[src/rtl/dsq_consts.svh]
// Constants of the descriptor DMA sequencer.
`ifndef DSQ_CONSTS_SVH
`define DSQ_CONSTS_SVH

// ==========================================================================
// Register map (byte addresses)
// ==========================================================================
`define DSQ_OFF_STYLE        4'h0
`define DSQ_OFF_BURST        4'h4
`define DSQ_OFF_STATUS       4'h8

// ==========================================================================
// Field positions and reset values
// ==========================================================================
`define DSQ_BIT_BURST_READ   6
`define DSQ_BIT_BURST_WRITE  5
`define DSQ_RST_STYLE        8'h00
`define DSQ_RST_BURST_READ   1'b0
`define DSQ_RST_BURST_WRITE  1'b0

// ==========================================================================
// Software structure styles
// ==========================================================================
`define DSQ_STYLE_16         8'h00
`define DSQ_STYLE_32         8'h02
`define DSQ_STYLE_32_BURST   8'h03

// ==========================================================================
// Bus commands and active-low byte enables
// ==========================================================================
`define DSQ_CMD_MEM_READ     4'h6
`define DSQ_CMD_MEM_WRITE    4'h7
`define DSQ_BE_ALL           4'h0
`define DSQ_BE_BYTE          4'h7
`define DSQ_BE_WORD          4'h3

// ==========================================================================
// Descriptor offsets within one ring entry
// ==========================================================================
`define DSQ_DOFF_00          32'h0000_0000
`define DSQ_DOFF_04          32'h0000_0004
`define DSQ_DOFF_08          32'h0000_0008

// ==========================================================================
// AXI responses
// ==========================================================================
`define DSQ_RESP_OKAY        2'h0
`define DSQ_RESP_SLVERR      2'h2

`endif

[src/rtl/dsq_pkg.sv]
// Types shared by the descriptor DMA sequencer.
package dsq_pkg;

    // Sequencer states on the master bus.
    typedef enum logic [2:0] {
        ST_IDLE = 3'b000,
        ST_REQ  = 3'b001,
        ST_ADDR = 3'b010,
        ST_WAIT = 3'b011,
        ST_DATA = 3'b100,
        ST_GAP  = 3'b101,
        ST_DONE = 3'b110
    } seq_state_e;

endpackage : dsq_pkg

[src/rtl/descriptor_dma_sequencer.sv]
// Descriptor DMA sequencer: AXI4-Lite settings and a ring descriptor bus master.
`timescale 1ns/10ps
`include "dsq_consts.svh"

module descriptor_dma_sequencer (
    input  wire logic        mclk,
    input  wire logic        rst,
    // AXI4-Lite slave
    input  wire logic [3:0]  s_axi_awaddr,
    input  wire logic        s_axi_awvalid,
    output logic             s_axi_awready,
    input  wire logic [31:0] s_axi_wdata,
    input  wire logic [3:0]  s_axi_wstrb,
    input  wire logic        s_axi_wvalid,
    output logic             s_axi_wready,
    output logic [1:0]       s_axi_bresp,
    output logic             s_axi_bvalid,
    input  wire logic        s_axi_bready,
    input  wire logic [3:0]  s_axi_araddr,
    input  wire logic        s_axi_arvalid,
    output logic             s_axi_arready,
    output logic [31:0]      s_axi_rdata,
    output logic [1:0]       s_axi_rresp,
    output logic             s_axi_rvalid,
    input  wire logic        s_axi_rready,
    // Descriptor requests from the microcode
    input  wire logic        cmd_valid,
    output logic             cmd_ready,
    input  wire logic        cmd_write,
    input  wire logic        cmd_chain_mid,
    input  wire logic [31:0] cmd_base,
    input  wire logic [31:0] cmd_status_dword,
    input  wire logic [15:0] cmd_status_word,
    output logic             cmd_done,
    output logic [31:0]      descriptor_word_zero,
    output logic [31:0]      descriptor_word_one,
    output logic [31:0]      descriptor_word_two,
    // Master bus pins
    output logic             req_n,
    input  wire logic        gnt_n,
    output logic             frame_n,
    output logic             irdy_n,
    output logic             ctl_oe,
    input  wire logic        trdy_n,
    output logic [3:0]       cbe_n,
    output logic [31:0]      ad_out,
    output logic             ad_oe,
    input  wire logic [31:0] ad_in
);

    logic [7:0]  software_structure_style;
    logic        burst_read_enable;
    logic        burst_write_enable;
    logic [3:0]  wr_addr;
    logic [31:0] wr_data;
    logic [3:0]  wr_strb;
    logic        have_aw;
    logic        have_w;

    dsq_pkg::seq_state_e state;
    logic [7:0]  style_q;
    logic        burst_q;
    logic        write_q;
    logic        mid_q;
    logic [31:0] base_q;
    logic [31:0] sdw_q;
    logic [15:0] sw_q;
    logic        idx;
    logic        last_idx;
    logic [31:0] rd_a;
    logic        gnt_s;
    logic        trdy_s;
    logic [31:0] ad_s;
    logic [31:0] next_addr;
    logic [3:0]  next_be;
    logic [31:0] next_wdata;
    logic        style16;
    logic        style_burst;

    // ======================================================================
    // Pin synchronisers
    // ======================================================================
    // Every pin is retimed, which costs two clocks of reaction to TRDY.
    pin_sync #(.W(34)) u_sync (
        .mclk    (mclk),
        .rst     (rst),
        .d       ({gnt_n, trdy_n, ad_in}),
        .rst_val ({2'h3, 32'h0000_0000}),
        .q       ({gnt_s, trdy_s, ad_s})
    );

    // ======================================================================
    // AXI4-Lite write channel
    // ======================================================================
    // Address and data are taken in either order; the response follows both.
    always_ff @(posedge mclk or posedge rst) begin
        if (rst) begin
            s_axi_awready      <= 1'b1;
            s_axi_wready       <= 1'b1;
            s_axi_bvalid       <= 1'b0;
            s_axi_bresp        <= `DSQ_RESP_OKAY;
            have_aw            <= 1'b0;
            have_w             <= 1'b0;
            wr_addr            <= 4'h0;
            wr_data            <= 32'h0000_0000;
            wr_strb            <= 4'h0;
            software_structure_style <= `DSQ_RST_STYLE;
            burst_read_enable  <= `DSQ_RST_BURST_READ;
            burst_write_enable <= `DSQ_RST_BURST_WRITE;
        end else begin
            if (s_axi_awvalid && s_axi_awready) begin
                wr_addr       <= s_axi_awaddr;
                have_aw       <= 1'b1;
                s_axi_awready <= 1'b0;
            end
            if (s_axi_wvalid && s_axi_wready) begin
                wr_data      <= s_axi_wdata;
                wr_strb      <= s_axi_wstrb;
                have_w       <= 1'b1;
                s_axi_wready <= 1'b0;
            end
            if (have_aw && have_w && !s_axi_bvalid) begin
                s_axi_bvalid <= 1'b1;
                s_axi_bresp  <= `DSQ_RESP_OKAY;
                case ({wr_addr[3:2], 2'b00})
                    `DSQ_OFF_STYLE: begin
                        if (wr_strb[0]) begin
                            software_structure_style <= wr_data[7:0];
                        end
                    end
                    `DSQ_OFF_BURST: begin
                        if (wr_strb[0]) begin
                            burst_read_enable  <= wr_data[`DSQ_BIT_BURST_READ];
                            burst_write_enable <= wr_data[`DSQ_BIT_BURST_WRITE];
                        end
                    end
                    `DSQ_OFF_STATUS: begin // Read-only: the write is ignored.
                    end
                    default: begin
                        s_axi_bresp <= `DSQ_RESP_SLVERR;
                    end
                endcase
            end
            if (s_axi_bvalid && s_axi_bready) begin
                s_axi_bvalid  <= 1'b0;
                have_aw       <= 1'b0;
                have_w        <= 1'b0;
                s_axi_awready <= 1'b1;
                s_axi_wready  <= 1'b1;
            end
        end
    end

    // ======================================================================
    // AXI4-Lite read channel
    // ======================================================================
    // The status word shows the sequencer state and whether it is busy.
    always_ff @(posedge mclk or posedge rst) begin
        if (rst) begin
            s_axi_arready <= 1'b1;
            s_axi_rvalid  <= 1'b0;
            s_axi_rdata   <= 32'h0000_0000;
            s_axi_rresp   <= `DSQ_RESP_OKAY;
        end else begin
            if (s_axi_arvalid && s_axi_arready) begin
                s_axi_arready <= 1'b0;
                s_axi_rvalid  <= 1'b1;
                s_axi_rresp   <= `DSQ_RESP_OKAY;
                case ({s_axi_araddr[3:2], 2'b00})
                    `DSQ_OFF_STYLE:  s_axi_rdata <= {24'h00_0000, software_structure_style};
                    `DSQ_OFF_BURST:  s_axi_rdata <= {25'h000_0000, burst_read_enable,
                                                     burst_write_enable, 5'h00};
                    `DSQ_OFF_STATUS: s_axi_rdata <= {27'h000_0000, write_q, !cmd_ready,
                                                     state};
                    default: begin
                        s_axi_rdata <= 32'h0000_0000;
                        s_axi_rresp <= `DSQ_RESP_SLVERR;
                    end
                endcase
            end
            if (s_axi_rvalid && s_axi_rready) begin
                s_axi_rvalid  <= 1'b0;
                s_axi_arready <= 1'b1;
            end
        end
    end

    // ======================================================================
    // Transfer shape of the current phase
    // ======================================================================
    // Styles other than 0 and 3 behave like style 2.
    assign style16     = (style_q == `DSQ_STYLE_16);
    assign style_burst = (style_q == `DSQ_STYLE_32_BURST);

    always_comb begin
        next_addr  = cmd_base;
        next_be    = `DSQ_BE_ALL;
        next_wdata = 32'h0000_0000;
        if (!write_q) begin
            if (style_burst) begin
                next_addr = base_q + (idx ? `DSQ_DOFF_08 : `DSQ_DOFF_04);
            end else begin
                next_addr = base_q + (idx ? `DSQ_DOFF_04 : `DSQ_DOFF_00);
            end
        end else if (!idx && !mid_q) begin
            // Status dword of a single or last buffer.
            next_be    = `DSQ_BE_ALL;
            next_wdata = sdw_q;
            if (style16) begin
                next_addr = base_q + `DSQ_DOFF_04;
            end else if (style_burst) begin
                next_addr = base_q + `DSQ_DOFF_00;
            end else begin
                next_addr = base_q + `DSQ_DOFF_08;
            end
        end else if (style16) begin
            // Ownership byte rides on the top lane only.
            next_addr  = base_q + `DSQ_DOFF_00;
            next_be    = `DSQ_BE_BYTE;
            next_wdata = {sw_q[7:0], 24'h00_0000};
        end else begin
            next_addr  = base_q + `DSQ_DOFF_04;
            next_be    = `DSQ_BE_WORD;
            next_wdata = {sw_q, 16'h0000};
        end
        if (burst_q) begin
            next_addr[1:0] = 2'b00;
        end
    end

    assign last_idx = (idx == (write_q && mid_q ? 1'b0 : 1'b1));

    // ======================================================================
    // Bus master sequencer
    // ======================================================================
    // One request per ownership period keeps reads and writes apart, at the
    // cost of a fresh arbitration for every descriptor.
    always_ff @(posedge mclk or posedge rst) begin
        if (rst) begin
            state     <= dsq_pkg::ST_IDLE;
            cmd_ready <= 1'b1;
            cmd_done  <= 1'b0;
            req_n     <= 1'b1;
            frame_n   <= 1'b1;
            irdy_n    <= 1'b1;
            ctl_oe    <= 1'b0;
            cbe_n     <= 4'h0;
            ad_out    <= 32'h0000_0000;
            ad_oe     <= 1'b0;
            style_q   <= `DSQ_RST_STYLE;
            burst_q   <= 1'b0;
            write_q   <= 1'b0;
            mid_q     <= 1'b0;
            base_q    <= 32'h0000_0000;
            sdw_q     <= 32'h0000_0000;
            sw_q      <= 16'h0000;
            idx       <= 1'b0;
            rd_a      <= 32'h0000_0000;
        end else begin
            cmd_done <= 1'b0;
            case (state)
                dsq_pkg::ST_IDLE: begin
                    if (cmd_valid && cmd_ready) begin
                        cmd_ready <= 1'b0;
                        req_n     <= 1'b0;
                        style_q   <= software_structure_style;
                        write_q   <= cmd_write;
                        mid_q     <= cmd_chain_mid;
                        base_q    <= cmd_base;
                        sdw_q     <= cmd_status_dword;
                        sw_q      <= cmd_status_word;
                        idx       <= 1'b0;
                        burst_q   <= (software_structure_style == `DSQ_STYLE_32_BURST) &&
                                     (cmd_write ? burst_write_enable
                                                : burst_read_enable);
                        state     <= dsq_pkg::ST_REQ;
                    end
                end
                dsq_pkg::ST_REQ, dsq_pkg::ST_GAP: begin
                    // Address phase; a gap cycle precedes each later single transfer.
                    if (state == dsq_pkg::ST_GAP || !gnt_s) begin
                        frame_n <= 1'b0;
                        ctl_oe  <= 1'b1;
                        ad_oe   <= 1'b1;
                        ad_out  <= next_addr;
                        cbe_n   <= write_q ? `DSQ_CMD_MEM_WRITE : `DSQ_CMD_MEM_READ;
                        state   <= dsq_pkg::ST_ADDR;
                    end
                end
                dsq_pkg::ST_ADDR: begin
                    cbe_n <= next_be;
                    if (write_q) begin
                        ad_out <= next_wdata;
                        state  <= dsq_pkg::ST_WAIT;
                    end else begin
                        ad_oe   <= 1'b0;
                        irdy_n  <= 1'b0;
                        frame_n <= last_idx || !burst_q;
                        state   <= dsq_pkg::ST_DATA;
                    end
                end
                dsq_pkg::ST_WAIT: begin
                    // The extra write clock ends here; data and lanes follow the index.
                    irdy_n  <= 1'b0;
                    ad_out  <= next_wdata;
                    cbe_n   <= next_be;
                    frame_n <= last_idx || !burst_q;
                    state   <= dsq_pkg::ST_DATA;
                end
                dsq_pkg::ST_DATA: begin
                    if (!trdy_s) begin
                        if (!write_q && !idx) begin
                            rd_a <= ad_s;
                        end
                        if (last_idx) begin
                            irdy_n <= 1'b1;
                            req_n  <= 1'b1;
                            state  <= dsq_pkg::ST_DONE;
                        end else if (burst_q) begin
                            idx   <= 1'b1;
                            if (write_q) begin
                                irdy_n <= 1'b1;
                                state  <= dsq_pkg::ST_WAIT;
                            end else begin
                                frame_n <= 1'b1;
                            end
                        end else begin
                            idx    <= 1'b1;
                            irdy_n <= 1'b1;
                            ad_oe  <= 1'b0;
                            state  <= dsq_pkg::ST_GAP;
                        end
                    end
                end
                dsq_pkg::ST_DONE: begin
                    ctl_oe    <= 1'b0;
                    ad_oe     <= 1'b0;
                    cmd_ready <= 1'b1;
                    cmd_done  <= 1'b1;
                    state     <= dsq_pkg::ST_IDLE;
                end
                default: begin
                    state <= dsq_pkg::ST_IDLE;
                end
            endcase
        end
    end

    // ======================================================================
    // Descriptor word assembly for reads
    // ======================================================================
    // Bytes that do not belong to a descriptor word are dropped as zero.
    always_ff @(posedge mclk or posedge rst) begin
        if (rst) begin
            descriptor_word_zero <= 32'h0000_0000;
            descriptor_word_one  <= 32'h0000_0000;
            descriptor_word_two  <= 32'h0000_0000;
        end else if (state == dsq_pkg::ST_DATA && !trdy_s && !write_q && idx) begin
            descriptor_word_two <= 32'h0000_0000;
            if (style16) begin
                descriptor_word_zero <= {8'h00, rd_a[23:0]};
                descriptor_word_one  <= {rd_a[31:24], 8'h00, ad_s[15:0]};
                descriptor_word_two  <= {16'h0000, ad_s[31:16]};
            end else if (style_burst) begin
                descriptor_word_one  <= rd_a;
                descriptor_word_zero <= ad_s;
            end else begin
                descriptor_word_zero <= rd_a;
                descriptor_word_one  <= ad_s;
            end
        end
    end

endmodule : descriptor_dma_sequencer

[src/rtl/pin_sync.sv]
// Two-flop synchroniser for a group of pin inputs.
`timescale 1ns/10ps

module pin_sync #(
    parameter int W = 1
) (
    input  wire logic         mclk,
    input  wire logic         rst,
    input  wire logic [W-1:0] d,
    input  wire logic [W-1:0] rst_val,
    output logic      [W-1:0] q
);

    logic [W-1:0] meta;

    // ======================================================================
    // Per-bit synchronisers
    // ======================================================================
    // The first stage is read only by the second stage.
    genvar i;
    generate
        for (i = 0; i < W; i++) begin : g_bit
            always_ff @(posedge mclk or posedge rst) begin
                if (rst) begin
                    meta[i] <= 1'b1;
                    q[i]    <= 1'b1;
                end else begin
                    meta[i] <= d[i];
                    q[i]    <= meta[i];
                end
            end
        end
    endgenerate

endmodule : pin_sync

[config.mk]
export PLATFORM = sky130hd
export DESIGN_NAME = descriptor_dma_sequencer
export DESIGN_NICKNAME = d
export VERILOG_FILES = /design/src/rtl/dsq_pkg.sv /design/src/rtl/descriptor_dma_sequencer.sv /design/src/rtl/pin_sync.sv
export VERILOG_INCLUDE_DIRS = /design/src /design/src/rtl
export SDC_FILE = /design/constraint.sdc
export NUM_CORES = 1
export LEC_CHECK = 0
export ABC_AREA = 1
export ABC_CLOCK_PERIOD_IN_PS = 10600
export BUFFER_PORTS_ARGS = -buffer_cell sky130_fd_sc_hd__buf_2
export CAP_MARGIN = 20
export CORE_ASPECT_RATIO = 1.2
export CORE_MARGIN = 3
export CORE_UTILIZATION = 56
export DETAILED_ROUTE_END_ITERATION = 8
export PLACE_DENSITY = 0.81
export SYNTH_ARGS = -nofsm -noshare
export SYNTH_HDL_FRONTEND = slang
export SYNTH_SLANG_ARGS = --single-unit
[constraint.sdc]
create_clock -name mclk -period 10.6 [get_ports mclk]
set_input_delay 0 -clock mclk [delete_from_list [all_inputs] [get_ports mclk]]
set_output_delay 0 -clock mclk [all_outputs]
set_load 0.01 [all_outputs]
[After elaboration in Yosys (flattened, before gate mapping)]
Index checks and enable logic that the tools add are counted.
Operators by class
  equal/unequal tests: 24
  add/subtract/negate cells: 4
  bitwise gates (word level): 1
  mux-type cells: 81
  reductions and logical operators: 59
Operator list (number)
  $mux 32: 15
  $pmux 32 s3: 1
  $mux 1: 38
  $mux 3: 11
  $add 32x3->32: 1
  $add 32x3->32 const B: 1
  $add 32x4->32: 1
  $add 32x4->32 const B: 1
  $pmux 8 s3: 1
  $ne 2x2->1 const B: 10
  $eq 8x2->1 const B: 2
  $mux 16: 1
  $reduce_and 4->1: 4
  $reduce_bool 2->1: 8
  $logic_and 1x1->1: 15
  $pmux 3 s5: 1
  $reduce_and 3->1: 4
  $eq 3x3->1 const B: 3
  $logic_not 1->1: 8
  $logic_not 8->1: 1
  $mux 4: 2
  $pmux 1 s2: 4
  $pmux 1 s4: 2
  $pmux 4 s2: 1
  other kinds (19): 33
Word-level totals
  logic and storage cells: 275
  register bits after elaboration: 400
  output and inout port bits: 180
  input port bits: 168

[Depth between registers and ports, before layout]
Gate-level depths: netlist (run 1).
  depth in word-level cells: 8
  mapped depth: 20
  depth with buffers taken out: 18

[Hierarchy]
From an unflattened synthesis (run 1), not the netlist that was laid out.
Unflattened totals
  cells, all modules: 2123
  area total of the unflattened synthesis: 17135.2 um^2
By module, submodules not included
  descriptor_dma_sequencer: cells each 2054, sequential area each 7190.6 um^2, area each 15344.7 um^2, instances 1
  pin_sync: cells each 69, sequential area each 1786.7 um^2, area each 1790.5 um^2, instances 1

[Worst setup path after synthesis (run 1)]
Ideal clock, no wire load.
  kind: reg-to-reg
  start point: reg style_q[4]
  end point: reg ad_out[20]
  setup slack: 7568 ps
  path buffers: 2
  period minus slack after synthesis: 3032 ps
  data arrival time: 2955 ps
  stages on the path, launching flop included: 20
  required time: 10523 ps
  cell sequence: dfrtp_1 -> nor2_1 -> nand2_1 -> nor2_4 -> buf_2 -> buf_2 -> ha_1 -> ha_1 -> inv_1 -> fa_1 -> nor2_4 -> nand2_2 -> nor2_4 -> nand2_1 -> nor2_1 -> xor2_1 -> o21ai_0 -> inv_1 -> nand2_1 -> a21oi_1
On the way
  word-level cells in the longest chain between the ends: 7
  elaborated cells on any way between the ends: 14
  classes of those cells: eq/ne: 1; mux: 12; reduce/logical: 1
RTL lines
  start, declared: line descriptor_dma_sequencer.sv:61  | logic [7:0] style_q;
  start signal, assigned: line descriptor_dma_sequencer.sv:250  | style_q <= `DSQ_RST_STYLE;
  start signal, assigned: line descriptor_dma_sequencer.sv:266  | style_q <= software_structure_style;
  $eq 8x2->1 (no source line)
  $mux 32: line descriptor_dma_sequencer.sv:211  | end else if (style_burst) begin
  $mux 32: line descriptor_dma_sequencer.sv:209  | if (style16) begin
  $mux 32: line descriptor_dma_sequencer.sv:205  | end else if (!idx && !mid_q) begin
  $mux 32: line descriptor_dma_sequencer.sv:199  | if (!write_q) begin
  $mux 32: line descriptor_dma_sequencer.sv:281  | if (state == dsq_pkg::ST_GAP || !gnt_s) begin
  $pmux 32 s3 (*): line descriptor_dma_sequencer.sv:261  | case (state)
  end signal, assigned: line descriptor_dma_sequencer.sv:285  | ad_out <= next_addr;
  end signal, assigned: line descriptor_dma_sequencer.sv:293  | ad_out <= next_wdata;
  end signal, assigned: line descriptor_dma_sequencer.sv:305  | ad_out <= next_wdata;
  end, declared: line descriptor_dma_sequencer.sv:46  | output logic [31:0] ad_out,
Every way passes the cells marked *; elsewhere a longest branch is shown, timed or not. The select of a mux whose other input is x is not followed.
A chain may end at the register's enable or synchronous reset.

[Final worst setup path (run 1)]
  start point: reg idx
  end point: reg ad_out[19]
On the way
  word-level cells in the longest chain between the ends: 6
  elaborated cells on any way between the ends: 14
  classes of those cells: add/sub: 2; mux: 10; reduce/logical: 2
RTL lines
  start, declared: line descriptor_dma_sequencer.sv:68  | logic idx;
  start signal, assigned: line descriptor_dma_sequencer.sv:257  | idx <= 1'b0;
  start signal, assigned: line descriptor_dma_sequencer.sv:272  | idx <= 1'b0;
  start signal, assigned: line descriptor_dma_sequencer.sv:320  | idx <= 1'b1;
  $mux 3 (no source line) (tied with other cells)
  $add 32x3->32 (tied with other cells): line descriptor_dma_sequencer.sv:203  | next_addr = base_q + (idx ? `DSQ_DOFF_04 : `DSQ_DOFF_00);
  $mux 32, on equally long branches: line descriptor_dma_sequencer.sv:200, descriptor_dma_sequencer.sv:205
  $mux 32: line descriptor_dma_sequencer.sv:199
  $mux 32, on equally long branches: line descriptor_dma_sequencer.sv:281, descriptor_dma_sequencer.sv:292
  $pmux 32 s3 (*): line descriptor_dma_sequencer.sv:261
Marked as above.

==> summary.md, run 1 <==
| Metric | Value |
|---|---|
| Vias in the first global route | `16,200` |
| Global route total overflow | `0` |
| Clk buf depth | `3` |
| Gates resized, CTS repair | `0` |
| Die extent in x | `167 um` |
| Fin. Hold Viols | `0` |
| CTS Root Cell | `clkbuf_16` |
| Seq cells post-synth | `355` |
| Largest net degree at the start of global routing | `118` |
| Initial core utilization | `0.577` |
| Arrival @ worst endpoint | `3.72 ns` |
| CTS tree | `built` |
| Die Height | `199 um` |
| Detailed router's first-iteration violation count | `1,527` |
| Max_cap viols | `0` |
| HPWL Detailed | `31,700 um` |
| Number of port buffers | `273` |
| Synth unique cells | `45` |
| Skew-Pair Late Insertion Delay | `0.54 ns` |
| Core Rows | `69` |
| Clk slew on worst S/H paths | `0.07 ns` |
| Share of layout cells above drive strength 1 | `0.202` |
| Setup-failing EPs final | `0` |
| Placed cell area | `0.0187 mm^2` |
| Worst hold path class | `input port to flop` |
| Via count | `16,200` |
| Startpoint types | `flop` |
| Final TNS setup | `0 ns` |
| Peak VDD IR | `0.213 mV` |
| Final Max Slew Viols | `0` |
| Design Power | `6.03 mW` |
| Non-filler cells, final | `2,894` |
| Hold buffer count at cts | `141` |
| Worst setup margin | `7.35 ns` |
| Synth async-reset ratio | `1.00` |
| Critical path peak fanout | `53` |
| Fin nets | `2,649` |
| Pre-antenna DRT Iters | `5` |
| Worst path slowest cell | `nor2_2` |
| Setup repair bufs after CTS | `0` |
| WL final | `51,600 um` |
| Final Wtd Congestion | `0.943` |
| First-pass GRT wire length | `82,800 um` |
| Mapped Avg Cell Area | `8.24 um^2` |
| Die area | `0.0331 mm^2` |
| IO Count | `348` |
| Critical path's largest stage delay | `0.75 ns` |
| Routed wire per std cell | `17.8 um` |
| Warning count from the yosys run | `0` |
| Critical path type | `flop to flop` |
| Unrepaired setup endpoints after global routing | `false` |
| CTS Sinks | `355` |
| Clock Skew | `0.0300 ns` |
| Setup crit end kind | `flop` |
| Synthesized cell area | `0.0173 mm^2` |
| Post-route ant nets | `0` |
| Post-synthesis cell count | `2,103` |
| Status | `finished clean` |
| Slew Limit Headroom | `0.338` |
| Initial antenna violation count | `2` |
| Crit-path most repeated cell | `inv_2` |
| Peak Freq | `0.308 GHz` |
| Total global-route track usage | `0.307` |
| Area Growth Syn to Fin | `23.2%` |
| Pwr dens | `282 mW/mm^2` |
| Worst-margin pin slew | `0.993 ns` |
| CTS H-tree depth | `2` |
| Final Cell Area | `0.0214 mm^2` |
| Worst path required time | `11.07 ns` |
| Dpl cells | `2,685` |
| DRC | `0` |
| Core area | `0.0300 mm^2` |
| R2R Setup Slk | `7.35 ns` |
| Crit path cell chain | `nor2_4 -> buf_4 -> inv_2 -> nor2_2 -> inv_2 -> o21ai_0 -> nor3_1 -> a21oi_1` |
| Dpl ws | `7.46 ns` |
| CTS Buf Count | `36` |
| Post-synth EDFFs | `0` |
| Primary FF master, synth | `dfrtp_1` |
| Sequential area share after synthesis | `0.518` |
| Min Clock Period, post-route | `3.25 ns` |
| Static leakage | `10.3 nW` |
| Final worst-path cycle share | `0.307` |
| Detailed-route vias per instance | `5.60` |
[flip-flops by register name, summed over array words and instances, names as in the netlist, 2 cells and up]
register / count
descriptor_word_one: 32
style_q: 8
s_axi_rdata: 8
software_structure_style: 8
u_sync.q: 34
descriptor_word_two: 16
ad_out: 32
sdw_q: 32
cbe_n: 3
rd_a: 32
u_sync.meta: 34
base_q: 32
state: 3
wr_data: 8
sw_q: 16
descriptor_word_zero: 32
wr_addr: 2
[cell type report]
| type | count | area (um^2) |
|---|---|---|
| clock buffers | 49 | 991 |
| clock inverters | 16 | 169 |
| flip-flops and latches | 355 | 8980 |
| fillers | 2208 | 8690 |
| repair buffers | 433 | 2940 |
| well taps | 390 | 488 |
| inverters | 186 | 707 |
| multi-input cells | 1463 | 7070 |
| diodes | 2 | 5.00 |
[worst max-delay path: cells and delay by family, from the launching register on]
family / cells / cell delay [ns]
AO/OA/AOI/OAI: 2 / 0.46
buffers and inverters: 3 / 1.17
flip-flops: 1 / 0.52
AND/OR/NAND/NOR: 3 / 1.00
[layer usage]
layer  track usage  share of wire
met5             0              0
met4         0.136          0.046
met2         0.533           0.50
met3        0.0604          0.082
met1         0.375           0.37
[power by group]
group	internal [mW]	switching (mW)	total (mW)
Sequential	1.86	0.380	2.24
Clock	0.734	0.533	1.27
Combinational	0.868	1.65	2.52
[per-stage QoR]
| step | util | hold WS, ns |
|---|---|---|
| global route | 0.711 | 0.0984 |
| global placement | 0.624 | 0.105 |
| CTS | 0.710 | 0.0945 |
| floorplan | - | 0.00448 |
| detailed placement | 0.624 | 0.106 |
| finish | 0.711 | 0.113 |
[cells by family (layout without fill, tap and decap cells)]
kind of cell | count (synthesis) | count (layout) | share of synthesized area
and+or+nand+nor | 868 | 868 | 0.210
AOI/OAI and AO/OA | 481 | 481 | 0.146
DFF | 355 | 355 | 0.518
buffers and inverters | 327 | 684 | 0.0841
xor gates and xnor gates | 36 | 36 | 0.0182
muxes | 29 | 29 | 0.0188
adders and majority gates | 6 | 6 | 0.00477
other | 1 | 45 | 0.000216
[placed cells by master, fill, tap and decap left out, types with 28 or more instances in the layout]
cell / instances
nand2_1: 555
o21ai_0: 294
dfrtp_1: 280
buf_2: 273
inv_1: 175
dlygate4sd3_1: 141
nor2_1: 140
a21oi_1: 128
nand3_1: 105
dfstp_2: 75
conb_1: 43
clkbuf_16: 37
xor2_1: 36
mux2_2: 28
[cell usage after synthesis, types with 2 or more instances]
cell type  instances  area share
nand2_1          556        0.12
o21ai_0          294       0.085
dfrtp_1          280        0.40
inv_1            176       0.038
nor2_1           142       0.031
a21oi_1          128       0.037
nand3_1          105       0.030
dfstp_2           75        0.11
clkbuf_1          54       0.012
buf_4             48       0.021
xor2_1            36       0.018
buf_2             34      0.0098
mux2_2            28       0.018
nor2_2            16      0.0058
nor2_4            15      0.0097
a31oi_1           11      0.0040
o31ai_1           11      0.0048
nand4_1           10      0.0036
nor3_1            10      0.0029
o21ai_1           10      0.0029
a22oi_1            8      0.0035
inv_2              8      0.0017
nand2_2            8      0.0029
a311oi_1           6      0.0030
ha_1               5      0.0036
buf_1              4     0.00087
o211ai_1           3      0.0013
a221oi_1           2      0.0010
clkinv_1           2     0.00043
nand2_4            2      0.0013
o22ai_1            2     0.00072
[final timing paths]
kind / start / cells after the start / end
setup / recovery: idx / 8 / ad_out[19]
hold / removal: ad_in[26] / 2 / u_sync.meta[26]
setup reg to reg: idx / 8 / ad_out[19]
hold reg to reg: u_sync.meta[11] / 0 / u_sync.q[11]
max in group asynchronous: rst / 5 / descriptor_word_one[10]
min in group asynchronous: rst / 3 / rd_a[31]
Power figures use the tool's default switching activity.
==> inputs of run 2 (changes only) <==
--- a/config.mk
+++ b/config.mk
@@ -7,14 +7,14 @@
 export NUM_CORES = 1
 export LEC_CHECK = 0
 export ABC_AREA = 1
-export ABC_CLOCK_PERIOD_IN_PS = 10600
+export ABC_CLOCK_PERIOD_IN_PS = 2600
 export BUFFER_PORTS_ARGS = -buffer_cell sky130_fd_sc_hd__buf_2
 export CAP_MARGIN = 20
 export CORE_ASPECT_RATIO = 1.2
 export CORE_MARGIN = 3
-export CORE_UTILIZATION = 56
+export CORE_UTILIZATION = 50
 export DETAILED_ROUTE_END_ITERATION = 8
-export PLACE_DENSITY = 0.81
+export PLACE_DENSITY = 0.76
 export SYNTH_ARGS = -nofsm -noshare
 export SYNTH_HDL_FRONTEND = slang
 export SYNTH_SLANG_ARGS = --single-unit
==> constraint.sdc (replaced) <==
create_clock -name mclk -period 2.6 [get_ports mclk]
set_input_delay 0 -clock mclk [delete_from_list [all_inputs] [get_ports mclk]]
set_output_delay 0 -clock mclk [all_outputs]
set_load 0.01 [all_outputs]
==> run 2 against run 1 <==
  * Sequential power grew to 4.1 times the previous value
  * Sequential cell count unchanged
  * Combinational power grew to 4.3 times the previous value
  * Critical path type unchanged
  * Sequential share of layout area down 1.2 points
  * Highest routed layer unchanged
==> summary.md, run 2 (synthesized netlist as in run 1, its figures left out) <==
| Metric | Value |
|---|---|
| Peak VDD IR | `0.756 mV` |
| Routed wl met2 | `25,800 um` |
| Skew-Pair Late Insertion Delay | `0.54 ns` |
| Detailed-route vias per instance | `5.41` |
| Initial core utilization | `0.509` |
| HPWL Detailed | `35,800 um` |
| Worst hold path class | `input port to flop` |
| Via count | `16,200` |
| Crit-path most repeated cell | `nor2_4` |
| Critical path's largest stage delay | `0.38 ns` |
| Largest net degree at the start of global routing | `137` |
| First-pass GRT wire length | `85,000 um` |
| Post-route ant nets | `0` |
| Highest metal used | `met4` |
| Final Wtd Congestion | `0.987` |
| Status | `finished clean` |
| Dpl ws | `0.0702 ns` |
| Clk slew on worst S/H paths | `0.07 ns` |
| Combinational share of power | `0.431` |
| Wl on met1 | `21,200 um` |
| Final Max Slew Viols | `0` |
| Unrepaired setup endpoints after global routing | `true` |
| Most frequent cells in the layout | `552 x nand2_1, 287 x o21ai_0, 280 x dfrtp_1` |
| Worst path required time | `3.06 ns` |
| Min Clock Period, post-route | `2.53 ns` |
| Top flop regs | `u_sync.meta: 34 flops, u_sync.q: 34 flops` |
| Pre-antenna DRT Iters | `6` |
| Slew Limit Headroom | `0.413` |
| Die area | `0.0369 mm^2` |
| Fin nets | `2,684` |
| Antenna diodes | `0` |
| Met3 wire len | `4060 um` |
| Share of layout cells above drive strength 1 | `0.221` |
| CTS H-tree depth | `2` |
| Worst path top cell family by delay | `simple AND/OR/NAND/NOR gates` |
| Arrival @ worst endpoint | `2.99 ns` |
| Worst-margin pin slew | `0.878 ns` |
| Die Height | `210 um` |
| Net Sw Frac | `0.425` |
| Initial antenna violation count | `0` |
| Worst path slowest cell | `dfrtp_1` |
| Core area | `0.0341 mm^2` |
| Static leakage | `10.5 nW` |
| Clock Skew | `0.0212 ns` |
| DRC | `0` |
| Fin. Hold Viols | `0` |
| Setup crit end kind | `flop` |
| Clock Power Share | `0.204` |
| Routed wire per std cell | `17.8 um` |
| CTS Root Cell | `clkbuf_16` |
| IO Count | `348` |
| Startpoint types | `flop` |
| Commonest non-fill, non-tap cell in the layout | `nand2_1` |
| Crit path buf inv count | `2` |
| Final worst-path cycle share | `0.975` |
| Detailed router's first-iteration violation count | `1,364` |
| Area Growth Syn to Fin | `26.7%` |
| CTS Buf Count | `37` |
| Pwr dens | `1150 mW/mm^2` |
| Number of port buffers | `273` |
| Global route total overflow | `0` |
| Clk buf depth | `3` |
| WL final | `53,100 um` |
| Worst setup margin | `0.0652 ns` |
| Fin Hold WS | `0.107 ns` |
| Internal power | `14.5 mW` |
| Sequential share of power | `0.365` |
| Max_cap viols | `0` |
| Crit path cell chain | `nor2_2 -> nand2_2 -> nor2_4 -> ha_4 -> ha_4 -> inv_2 -> fa_2 -> nor2_4 -> nand2_4 -> nor2_4 -> nand2_1 -> nor2_2 -> xor2_1 -> o21ai_1 -> inv_1 -> nand2_1 -> a21oi_1` |
| Vias in the first global route | `16,000` |
| CTS Sinks | `355` |
| CTS tree | `built` |
| Total global-route track usage | `0.286` |
| Critical path type | `flop to flop` |
| Setup-failing EPs final | `0` |
| Final TNS setup | `0 ns` |
| Die extent in x | `176 um` |
| Peak Freq | `0.395 GHz` |
| Critical path peak fanout | `4` |
| Core Rows | `74` |
| P_sw | `10.7 mW` |
==> run 2: cell types whose count changed in the layout (fill, tap and decap cells not counted), moves of 4 or more <==
cell | previous run | this run
buf_4 | 18 | 38
buf_12 | 0 | 14
a21oi_1 | 128 | 121
a21oi_2 | 0 | 7
nor2_1 | 140 | 133
o21ai_0 | 294 | 287
o21ai_1 | 10 | 17
clkinv_2 | 10 | 4
clkbuf_8 | 2 | 7
nor2_2 | 15 | 19
==> run 2: metal layers <==
layer,vias up,global-route usage
met5,-,0
met4,0,0.108
met3,143,0.0521
met2,729,0.480
met1,7757,0.372
li1,7562,-
==> run 2: path summary, 6_finish.rpt <==
path	cells past startpoint	start	slack, ns	end
max in group asynchronous	4	rst	1.53	u_sync.meta[21]
worst max-delay path	17	style_q[4]	0.07	ad_out[20]
worst min-delay path	2	ad_in[7]	0.11	u_sync.meta[7]
min in group asynchronous	3	rst	0.19	descriptor_word_one[26]
worst min register to register	0	u_sync.meta[8]	0.35	u_sync.q[8]
worst max register to register	17	style_q[4]	0.07	ad_out[20]
==> run 2: per-stage QoR <==
| step | power (mW) | cells | utilization | cell area [um^2] |
|---|---|---|---|---|
| after global placement | 19.1 | 2783 | 0.566 | 19300 |
| after CTS | 24.9 | 2989 | 0.642 | 21900 |
| after floorplan | 15.7 | 2145 | - | 17500 |
| after global routing | 26.9 | 2992 | 0.644 | 22000 |
| final | 25.2 | 2992 | 0.644 | 22000 |
| after detailed placement | 19.5 | 2783 | 0.566 | 19300 |
==> run 2: area by class of cell <==
type	instances	area (um^2)
clock buffers	58	1100
clock inverters	7	67.6
fillers	2807	12100
inverters	186	706
multi-input cells	1463	7180
flip-flops and latches	355	8980
well taps	456	571
repair buffers	467	3350
==> run 2: power groups by stage <==
stage | combinational, mW | sequential, mW | clock [mW]
finish | 10.9 | 9.19 | 5.14
detailed placement | 10.3 | 9.17 | 0
global placement | 10.0 | 9.12 | 0
CTS | 10.6 | 9.11 | 5.22
floorplan | 6.59 | 9.06 | 0
global route | 12.1 | 9.39 | 5.44
==> run 2: worst reg2reg max path: cells and delay by family, from the launching register on <==
kind / cells / cell delay [ns]
flops: 1 / 0.38
fa+ha+maj: 3 / 0.64
xor+xnor: 1 / 0.16
compound gates: 2 / 0.18
buf+inv: 2 / 0.09
simple gates: 9 / 1.00
==> run 2: what timing repair did <==
action                                  CTS  global route
gates resized for setup                   0            24
hold buffers                            141             0
endpoints found under the hold margin   157             0
setup buffers                             0             3
endpoints found under the setup margin    0            26
